--- config.mk ---
export PLATFORM = sky130hd
export DESIGN_NAME = tmr_counter8
export DESIGN_NICKNAME = d
export VERILOG_FILES = /design/src/core/tmr_pkg.sv /design/src/core/presc_if.sv /design/src/core/phase_gen.sv /design/src/core/presc_core.sv /design/src/core/tmr_counter8.sv
export VERILOG_INCLUDE_DIRS = /design/src /design/src/core
export SDC_FILE = /design/constraint.sdc
export NUM_CORES = 1
export LEC_CHECK = 0
export BUFFER_PORTS_ARGS = -buffer_cell sky130_fd_sc_hd__buf_2
export CAP_MARGIN = 10
export CORE_MARGIN = 3
export CORE_UTILIZATION = 53
export DETAILED_ROUTE_END_ITERATION = 7
export PLACE_DENSITY = 0.9
export SLEW_MARGIN = 30
export SYNTH_ARGS = -nofsm -noshare
export SYNTH_HDL_FRONTEND = slang
export SYNTH_HIERARCHICAL = 1
export SYNTH_SLANG_ARGS = --single-unit
--- constraint.sdc ---
create_clock -name clk_i -period 6.9 [get_ports clk_i]
set_input_delay 1.38 -clock clk_i [delete_from_list [all_inputs] [get_ports clk_i]]
set_output_delay 1.38 -clock clk_i [all_outputs]
set_load 0.01 [all_outputs]
--- src/core/tmr_params.svh ---
// constants for the eight-bit timer/counter: offsets, fields, resets, timing
`ifndef TMR_PARAMS_SVH
`define TMR_PARAMS_SVH

// ==========================================================
// register byte offsets
`define TMR_ADR_COUNT   4'h0
`define TMR_ADR_OPTION  4'h4
`define TMR_ADR_INTCTL  4'h8

// ==========================================================
// field positions
`define OPT_SRC         5
`define OPT_EDGE        4
`define OPT_ASSIGN      3
`define OPT_RATE_HI     2
`define INT_FLAG        2
`define INT_EN          5

// ==========================================================
// reset values
`define CNT_RESET       8'h00
`define OPT_RESET       6'h3F
`define PRESC_RESET     8'h00

// ==========================================================
// timing
`define INHIBIT_CYCLES  2'h2
`define PHASE_LAST      2'h3
`define PHASE_TWO_CODE  2'h1

`endif

--- src/core/tmr_pkg.sv ---
// types shared by the timer/counter modules
package tmr_pkg;

	// ==========================================================
	// types
	typedef logic [7:0] byte_t;
	typedef logic [2:0] rate_t;
	typedef enum {SRC_TIMER, SRC_COUNTER} src_e;

endpackage : tmr_pkg

--- src/core/presc_if.sv ---
// link between the timer control and the shared prescaler engine
`timescale 1ns/10ps
interface presc_if;
	import tmr_pkg::*;

	logic  tick;
	logic  clear;
	rate_t rate;
	logic  pulse;

	modport owner  (output tick, output clear, output rate, input pulse);
	modport engine (input tick, input clear, input rate, output pulse);
endinterface : presc_if

--- src/core/phase_gen.sv ---
// four-phase divider giving phase_two and phase_four enables
`timescale 1ns/10ps
`include "tmr_params.svh"
module phase_gen (
	// clock and reset
	input  wire logic clk_i,
	input  wire logic rst_i,
	// phase enables
	output logic      phase_two_o,
	output logic      phase_four_o
);

	logic [1:0] phase;

	// ==========================================================
	// phase counter
	always_ff @(posedge clk_i) begin
		if (rst_i) begin
			phase <= 2'h0;
		end else begin
			phase <= phase + 2'h1;
		end
	end

	assign phase_two_o  = (phase == `PHASE_TWO_CODE);
	assign phase_four_o = (phase == `PHASE_LAST);
endmodule : phase_gen

--- src/core/presc_core.sv ---
// shared eight-bit prescaler counter with power-of-two tap select
`timescale 1ns/10ps
`include "tmr_params.svh"
module presc_core
	import tmr_pkg::*;
#(
	parameter int WIDTH = 8
) (
	// clock and reset
	input  wire logic clk_i,
	input  wire logic rst_i,
	// control and output
	presc_if.engine   p
);

	logic [WIDTH-1:0] cnt;
	logic [WIDTH-1:0] mask;

	// ==========================================================
	// tap mask: bits 0..rate set, so division is 2**(rate+1)
	for (genvar i = 0; i < WIDTH; i++) begin : g_mask
		assign mask[i] = (i <= int'(p.rate));
	end

	// ==========================================================
	// counter, not visible to software
	always_ff @(posedge clk_i) begin
		if (rst_i) begin
			cnt <= WIDTH'(`PRESC_RESET);
		end else if (p.clear) begin
			cnt <= WIDTH'(`PRESC_RESET);
		end else if (p.tick) begin
			cnt <= cnt + WIDTH'(1);
		end
	end

	assign p.pulse = p.tick & !p.clear & ((cnt & mask) == mask);
endmodule : presc_core

--- src/core/tmr_counter8.sv ---
// eight-bit timer/counter with shared prescaler and wishbone registers
//
// Functional notes
// - timer mode, no prescaler: count advances once per instruction cycle
// - writing the count blocks counting for the next two instruction cycles
// - counter mode counts selected external edges, rising or falling
// - source select one picks counter mode, zero picks timer mode
// - one prescaler, either timer or watchdog; assign bit zero gives timer
// - timer prescaler offers eight ratios 1:2 to 1:256 by rate field
// - assign bit set hands prescaler to watchdog; timer counts 1:1
// - prescaler hidden; count write clears it while assigned to timer
// - wrap from FFh to 00h sets overflow flag, enabled or not
// - overflow flag stays set until software clears it
// - interrupt enable bit gates the flag onto the interrupt request
// - counter mode samples prescaler output on phases two and four
// - in sleep counting stops and count holds its value
`timescale 1ns/10ps
`include "tmr_params.svh"
module tmr_counter8
	import tmr_pkg::*;
(
	// clock and reset
	input  wire logic        clk_i,
	input  wire logic        rst_i,
	// wishbone slave
	input  wire logic        cyc_i,
	input  wire logic        stb_i,
	input  wire logic        we_i,
	input  wire logic [3:0]  adr_i,
	input  wire logic [3:0]  sel_i,
	input  wire logic [31:0] dat_i,
	output logic      [31:0] dat_o,
	output logic             ack_o,
	// device state and count pin
	input  wire logic        sleep_i,
	input  wire logic        ext_count_input_i,
	// watchdog side of the shared prescaler
	input  wire logic        wdt_tick_i,
	input  wire logic        wdt_clear_i,
	output logic             wdt_scaled_o,
	// interrupt
	output logic             irq_o
);

	byte_t      timer_count_value;
	logic [5:0] option_config;
	logic       overflow_flag;
	logic       overflow_irq_enable;
	logic [1:0] inhibit;
	logic       ext_prev;
	logic       sync_pend;
	logic       phase_two;
	logic       phase_four;
	src_e       src;
	logic       prescaler_assign;
	logic       ext_edge;
	logic       raw_event;
	logic       scaled;
	logic       advance;
	logic       inc;
	logic       next_flag;
	logic       next_en;
	logic       req;
	logic       take;
	logic       wr;
	logic       wr_cnt;
	logic       wr_opt;
	logic       wr_int;

	presc_if pi ();

	phase_gen u_phase (
		.clk_i        (clk_i),
		.rst_i        (rst_i),
		.phase_two_o  (phase_two),
		.phase_four_o (phase_four)
	);

	presc_core #(.WIDTH(8)) u_presc (
		.clk_i (clk_i),
		.rst_i (rst_i),
		.p     (pi)
	);

	// ==========================================================
	// bus decode: ack one cycle after request, write at the ack edge
	assign req    = cyc_i & stb_i;
	assign take   = req & !ack_o;
	assign wr     = req & ack_o & we_i & sel_i[0];
	assign wr_cnt = wr & (adr_i == `TMR_ADR_COUNT);
	assign wr_opt = wr & (adr_i == `TMR_ADR_OPTION);
	assign wr_int = wr & (adr_i == `TMR_ADR_INTCTL);

	always_ff @(posedge clk_i) begin
		if (rst_i) begin
			ack_o <= 1'b0;
		end else begin
			ack_o <= take;
		end
	end

	always_ff @(posedge clk_i) begin
		if (rst_i) begin
			dat_o <= 32'h0;
		end else if (take) begin
			unique case (adr_i)
				`TMR_ADR_COUNT:  dat_o <= {24'h0, timer_count_value};
				`TMR_ADR_OPTION: dat_o <= {26'h0, option_config};
				`TMR_ADR_INTCTL: dat_o <= {26'h0, overflow_irq_enable,
					2'h0, overflow_flag, 2'h0};
				default:         dat_o <= 32'h0;
			endcase
		end
	end

	// ==========================================================
	// source and prescaler routing
	always_comb begin
		src = option_config[`OPT_SRC] ? SRC_COUNTER : SRC_TIMER;
	end
	assign prescaler_assign = option_config[`OPT_ASSIGN];

	// edge select one counts falling edges
	assign ext_edge = option_config[`OPT_EDGE] ?
		(ext_prev & !ext_count_input_i) :
		(!ext_prev & ext_count_input_i);
	assign raw_event = (src == SRC_COUNTER) ? ext_edge : phase_four;

	// watchdog keeps its prescaler in sleep; the timer path freezes
	assign pi.tick  = prescaler_assign ? wdt_tick_i :
		(raw_event & !sleep_i);
	assign pi.clear = prescaler_assign ? wdt_clear_i : wr_cnt;
	assign pi.rate  = option_config[`OPT_RATE_HI:0];
	assign scaled   = prescaler_assign ? (raw_event & !sleep_i) :
		pi.pulse;

	always_ff @(posedge clk_i) begin
		if (rst_i) begin
			ext_prev <= 1'b0;
		end else begin
			ext_prev <= ext_count_input_i;
		end
	end

	always_ff @(posedge clk_i) begin
		if (rst_i) begin
			wdt_scaled_o <= 1'b0;
		end else begin
			wdt_scaled_o <= prescaler_assign & pi.pulse;
		end
	end

	// ==========================================================
	// counter-mode synchroniser: set wins over consumption
	always_ff @(posedge clk_i) begin
		if (rst_i) begin
			sync_pend <= 1'b0;
		end else if (scaled && src == SRC_COUNTER) begin
			sync_pend <= 1'b1;
		end else if (phase_two || phase_four) begin
			sync_pend <= 1'b0;
		end
	end

	assign advance = (src == SRC_COUNTER) ?
		(sync_pend & (phase_two | phase_four)) : scaled;
	assign inc = advance & !sleep_i & (inhibit == 2'h0) & !wr_cnt;

	// ==========================================================
	// write inhibit: counts down on instruction-cycle boundaries
	always_ff @(posedge clk_i) begin
		if (rst_i) begin
			inhibit <= 2'h0;
		end else if (wr_cnt) begin
			inhibit <= `INHIBIT_CYCLES;
		end else if (phase_four && inhibit != 2'h0) begin
			inhibit <= inhibit - 2'h1;
		end
	end

	// ==========================================================
	// count and configuration
	always_ff @(posedge clk_i) begin
		if (rst_i) begin
			timer_count_value <= `CNT_RESET;
		end else if (wr_cnt) begin
			timer_count_value <= dat_i[7:0];
		end else if (inc) begin
			timer_count_value <= timer_count_value + 8'h01;
		end
	end

	always_ff @(posedge clk_i) begin
		if (rst_i) begin
			option_config <= `OPT_RESET;
		end else if (wr_opt) begin
			option_config <= dat_i[5:0];
		end
	end

	// ==========================================================
	// overflow flag and interrupt; a new overflow beats a clear
	assign next_flag = (inc && timer_count_value == 8'hFF) ||
		(overflow_flag && !(wr_int && dat_i[`INT_FLAG]));
	assign next_en = wr_int ? dat_i[`INT_EN] : overflow_irq_enable;

	always_ff @(posedge clk_i) begin
		if (rst_i) begin
			overflow_flag       <= 1'b0;
			overflow_irq_enable <= 1'b0;
		end else begin
			overflow_flag       <= next_flag;
			overflow_irq_enable <= next_en;
		end
	end

	always_ff @(posedge clk_i) begin
		if (rst_i) begin
			irq_o <= 1'b0;
		end else begin
			irq_o <= next_flag & next_en;
		end
	end
endmodule : tmr_counter8

==> metrics, run 1 <==
status=finished, final reports clean; Vias=between 1500 and 2000; Mapped Area=between 0.002 and 0.0025 mm^2; Clock Tree Buf Depth=2; Hold WC Path Type=reg2reg; crit path buf inv count=1; Critical Path Start Type=input pin; flop-to-flop setup slack=between 3 and 4 ns; Final Hold Slack=between 0.4 and 0.5 ns; largest net degree at the start of global routing=35; fill count=between 300 and 400; Post-DRT Antenna Nets=0; DRT Wirelength=4633 um; postcts setup bufs=0; Reg clk slew, reported paths=~0.080 ns; commonest non-fill, non-tap cells in the layout=dfxtp_1, nor2_1, buf_2; path depth of the worst reg2reg path=11; crit-path max FO=16; placed cell area=around 0.0023 mm^2; # H-tree levels=2; antenna cell count=0; Worst setup startpoint=we_i; Avg Cell Area, Syn=8.457 um^2; number of enable flip-flop cells after synthesis=0; crit-path cells=buf_2 > and4_1 > nand3_1 > o21ai_0 > a311o_1 > a221oi_1 > nor2b_1 > nor3_2 > or4_1 > a311oi_1; Cells after Synth=266; port buffer count=32; Async SR Flop Fraction=0%; PD cells=approximately 180 mW/mm^2; Top FF cell, synth=dfxtp_1; main area contributors after synthesis=dfxtp_1, buf_4, nor2_1; drt drc=0; commonest non-fill, non-tap cell in the layout=dfxtp_1; maxcap violations=0; final instance area=about 0.0024 mm^2; VDD IR max=between 0.1 and 0.15 mV; vias in the first global route=between 1500 and 2000; initial antenna violation count=0; CTS resizes=0; crit path capture type=flip-flop; FF-to-FF Start=u_phase/phase[0]; static leakage=roughly 1 nW; clk root buf=clkbuf_8; initial core utilization=between 50% and 60%; GRT Residual Overflow=0; drt pass-1 iters=4; die height=71.15 um; Die X-Extent=between 70 and 80 um; Ports=84; CP max-delay cell=or4_1; final net count=roughly 350; post-synth top area share=between 30% and 40%; Reg-to-Reg End=timer_count_value[3]; Least-Margin Pin Slew=around 0.66 ns; DP Wirelength=around 3400 um; final setup TNS=0 ns; Worst slew margin=55.50%; #FFs+latches synth=41; routed len/inst=13.55 um; global-route wire length before repair=just under 8000 um; DR WL met3=between 200 and 300 um; min Tclk post-route=a little over 4 ns; CP max stage delay=between 0.4 and 0.5 ns; period utilization=around three fifths; TritonCTS clock tree=built; GRT Util Overall=about a fifth; fmax=approximately 240 MHz; vias per std cell=5.544; Worst path depth=10; CP endpoint=timer_count_value[3]; CP required=around 7.1 ns; Syn. warnings=6; Setup Skew=a little over 0.008 ns; core box area=0.004058 mm^2; Metal-1 WL=approximately 2100 um; uppermost layer routed=met4; area grow syn2layout=7.842%; Arrival @ worst endpoint=4.31 ns; top cell type by total area after synthesis=dfxtp_1; num rows=23; clock sinks=approximately 40; met2 WL=2198 um; Final Hold Fails=0; final count of pins violating max slew=0; die area=approximately 0.0051 mm^2; layout cell share with drive strength beyond 1=roughly 17%; RePlAce Congestion=roughly 0.85; Seq/Total Area, Yosys=36.48%; CTS Buf Count=5; post-synthesis cell type count=52; crit path kind=in2reg; unrepaired setup endpoints after global routing=no; drt first-iter violations=about 100; Final setup viols=0; CP top delay family=simple AND/OR/NAND/NOR gates; Hold-fix buffers, CTS=0; clk_lat worst skew=~0.30 ns
-- how the worst min path moves through the flow --
stage	from	endpoint	cells past startpoint
floorplan	u_phase/phase[0]	u_phase/phase[0]	1
global placement	u_phase/phase[0]	u_phase/phase[0]	1
detailed placement	u_phase/phase[0]	u_phase/phase[0]	1
CTS	u_phase/phase[0]	u_phase/phase[0]	1
global route	u_phase/phase[0]	u_phase/phase[0]	1
finish	u_phase/phase[0]	u_phase/phase[0]	1
-- metal layers --
| layer | up-vias | GRT usage [%] |
|---|---|---|
| li1 | 959 | - |
| met1 | 880 | 25.13 |
| met2 | 51 | 31.02 |
| met3 | 6 | 4.972 |
| met4 | 0 | 5.846 |
| met5 | - | 0 |
-- stage by stage --
step	power, mW	utilization (%)	worst slack, ns	instances
after floorplan	0.2790	-	2.825	289
after global placement	0.2809	57.29	2.507	334
after detailed placement	0.2816	57.29	2.370	334
after CTS	0.4473	59.67	2.653	342
after global routing	0.4598	59.79	2.480	342
final	0.4441	59.79	2.787	342
-- cell families (layout without fill, tap and decap cells) --
logic type / after synthesis / after routing / share of synthesized area (%)
muxes: 8 / 8 / 3.782
adders and majority gates: 5 / 5 / 2.781
xor gates and xnor gates: 6 / 6 / 2.336
other: 1 / 24 / 0.1667
AOI/OAI and AO/OA: 58 / 58 / 19.19
DFF: 41 / 41 / 36.49
buffers and inverters: 52 / 55 / 13.07
and+or+nand+nor: 95 / 95 / 22.19
-- where the power goes --
group	internal, mW	switching [mW]	total [mW]
combinational	0.0125	0.0232	0.0357
clock	0.0811	0.0862	0.167
sequential	0.239	0.00206	0.241
total	0.333	0.111	0.444
-- state kept, by name (all words and copies together) (netlist names), 2 cells and up --
register,cells
dat_o,8
timer_count_value,8
u_presc/cnt,8
option_config,6
u_phase/phase,2
inhibit,2
-- worst register-to-register path: cells and delay by family (launching register included) --
kind	cells	cell delay (ns)
fa+ha+maj	1	0.26
simple gates	5	1.07
compound gates	4	1.35
buf+inv	1	0.23
flops	1	0.38
-- layout make-up --
cell class	instances	area (um^2)	share of cell area [%]
Timing Repair Buffer	33	167.7	6.911
Clock buffer	6	82.58	3.404
Clock inverter	2	13.76	0.5673
Multi-Input combinational cell	196	1226	50.54
Tap cell	50	62.56	2.579
Sequential cell	41	820.8	33.83
Inverter	14	52.55	2.166
-- synth_stat cells, drive strengths merged (2+ instances only) --
master / instances
a2111oi: 2
a211o: 7
a21oi: 4
a221oi: 2
a22oi: 8
a311oi: 7
a31oi: 3
and2: 2
and3: 3
and3b: 2
and4: 2
buf: 27
clkbuf: 11
dfxtp: 41
ha: 5
inv: 14
mux2: 4
mux2i: 4
nand2: 10
nand3: 4
nand3b: 2
nand4: 6
nor2: 38
nor2b: 5
nor3: 5
nor3b: 3
nor4: 2
o21ai: 11
o2bb2ai: 2
o31ai: 4
or3: 4
or4: 4
xnor2: 2
xor2: 4
(Power assumes the default switching activity.)
==> inputs of run 2 (changes only) <==
CORE_UTILIZATION = 44   (was 53)
PLACE_DENSITY = 0.81   (was 0.9)
clock period = 3.7 ns   (was 6.9 ns; I/O delays follow)
==> metrics, run 2 (synthesized netlist as in run 1, its figures left out) <==
Critical Path Start Type=input pin; Reg-to-Reg End=timer_count_value[4]; layout cell share with drive strength beyond 1=17.63% (+0.16 points); num rows=25 (+8.7%); commonest non-fill, non-tap cell in the layout=dfxtp_1; global-route wire length before repair=7879 um (-0.35%); TritonCTS clock tree=built; Reg clk slew, reported paths=0.08 ns (about the same); drt drc=0 (unchanged); vias in the first global route=1735 (-1.6%); Hold-fix buffers, CTS=0 (unchanged); min Tclk post-route=3.120 ns; unrepaired setup endpoints after global routing=no; clock sinks=41 (unchanged); crit-path max FO=10 (-6); Final Hold Slack=0.4615 ns (-0.003189 ns); fmax=320.5 MHz; die area=0.006007 mm^2 (+19%); CP max stage delay=0.51 ns (+0.02 ns); antenna cell count=0 (unchanged); core box area=0.004817 mm^2 (+19%); hold path cells=1 (unchanged); GRT Residual Overflow=0 (unchanged); Ports=84 (unchanged); GRT Util Overall=15.94% (-3.3 points); Clock Tree Buf Depth=2 (unchanged); routed len/inst=13.15 um (-3.0%); drt pass-1 iters=4 (unchanged); total power=890.3 uW (+100%); Vias=1915 (+1.0%); DRT Wirelength=4759 um (+2.7%); Die X-Extent=77.51 um (+8.9%); PD cells=358.3 mW/mm^2 (+96%); Hold Startpoint=u_phase/phase[0]; FF-to-FF Start=u_phase/phase[0]; CP max-delay cell=or4_1; clk root buf=clkbuf_8; port buffer count=32 (unchanged); CP required=3.89 ns (-3.21 ns); Worst path most repeated cell=nor3_1; Final setup viols=0 (unchanged); Arrival @ worst endpoint=3.31 ns (-1.00 ns); postcts setup bufs=0 (unchanged); Final Hold Fails=0 (unchanged); Post-DRT Antenna Nets=0 (unchanged); Post-Route Utilization=51.58% (-8.2 points); final setup TNS=0 ns (unchanged); final count of pins violating max slew=0 (unchanged); VDD IR max=0.2176 mV (+54%); final net count=348 (+0.87%); CTS resizes=0 (unchanged); Hold WC Path Type=reg2reg; crit path capture type=flip-flop; static leakage=1.030 nW (+2.2%); Least-Margin Pin Slew=0.8480 ns (+0.1846 ns); period utilization=a little over four fifths; largest registers=dat_o x8, timer_count_value x8, u_presc/cnt x8; crit-path cells=buf_2 > nor3b_1 > nor3_1 > o41ai_1 > nand2_1 > a311o_1 > a221oi_1 > nor2b_1 > nor3_1 > or4_1 > a311oi_1; Setup Skew=0.01238 ns (+0.004268 ns); CTS Buf Count=5 (unchanged); clk_lat worst skew=0.30 ns (about the same); Worst slew margin=43.03% (-12 points); commonest non-fill, non-tap cells in the layout=dfxtp_1, nor2_1, buf_2; RePlAce Congestion=0.9349 (+10%); area grow syn2layout=10.46%; crit path kind=in2reg; die height=77.51 um (+8.9%); drt first-iter violations=137 (+34%); maxcap violations=0 (unchanged); initial antenna violation count=0 (unchanged); initial core utilization=46.70% (-8.7 points); vias per std cell=5.290 (-4.6%); WHS Endpoint=u_phase/phase[0]; largest net degree at the start of global routing=35 (unchanged); flop-to-flop setup slack=0.68 ns (-2.85 ns); status=finished, final reports clean; # H-tree levels=2 (unchanged); DP Wirelength=3449 um (+0.62%); path depth of the worst reg2reg path=10 (-1)
==> run 2: cell count changes in the layout (fill, tap and decap cells not counted) <==
cell and change:
buf_4 +3, bufinv_16 +1, clkbuf_1 +1, clkinv_2 -1, clkinv_4 -1, nor3_1 +1
nor3_2 -1
==> run 2: worst max-delay path by stage <==
| stage | depth (start not counted) | endpoint | startpoint |
|---|---|---|---|
| 6_report | 11 | timer_count_value[4] | ext_count_input_i |
| 5_1_grt | 11 | timer_count_value[5] | ext_count_input_i |
| 4_1_cts | 11 | timer_count_value[4] | ext_count_input_i |
| 3_5_place_dp | 11 | timer_count_value[5] | ext_count_input_i |
| 3_3_place_gp | 11 | timer_count_value[3] | ext_count_input_i |
| 2_1_floorplan | 12 | timer_count_value[3] | we_i |
==> run 2: through the flow <==
step / area, um^2 / setup slack, ns / std cells
floorplan: 2336 / 0.2647 / 289
global placement: 2369 / 0.3052 / 354
detailed placement: 2369 / 0.2674 / 354
CTS: 2485 / 0.5541 / 362
global route: 2485 / 0.2493 / 362
finish: 2485 / 0.5800 / 362
==> run 2: critical path, delay by kind of cell <==
family / cells / cell delay (ns)
and+or+nand+nor: 6 / 1.32
AOI/OAI and AO/OA: 4 / 1.17
buffers and inverters: 1 / 0.09
==> run 2: area by class of cell <==
class | count | area (um^2)
Fill cell | 483 | 2332
Timing Repair Buffer | 36 | 190.2
Tap cell | 67 | 83.83
Clock inverter | 1 | 30.03
Sequential cell | 41 | 820.8
Multi-Input combinational cell | 196 | 1221
Clock buffer | 7 | 86.33
Inverter | 14 | 52.55
==> run 2: where the power goes <==
part / total (mW) / internal, mW / switching (mW)
logic: 0.0666 / 0.0233 / 0.0434
clock network: 0.374 / 0.220 / 0.154
registers: 0.450 / 0.446 / 0.00375
total: 0.890 / 0.689 / 0.201
==> run 2: routing by layer <==
layer  wire length, um  vias up  part of all wire, %  global-route usage, %
met1              2249      879                   47                  20.63
met3               305        9                  6.4                  4.872
met5                 0        -                    0                      0
li1                  -      966                    -                      -
met2              2145       61                   45                  25.30
met4                59        0                  1.2                  5.160
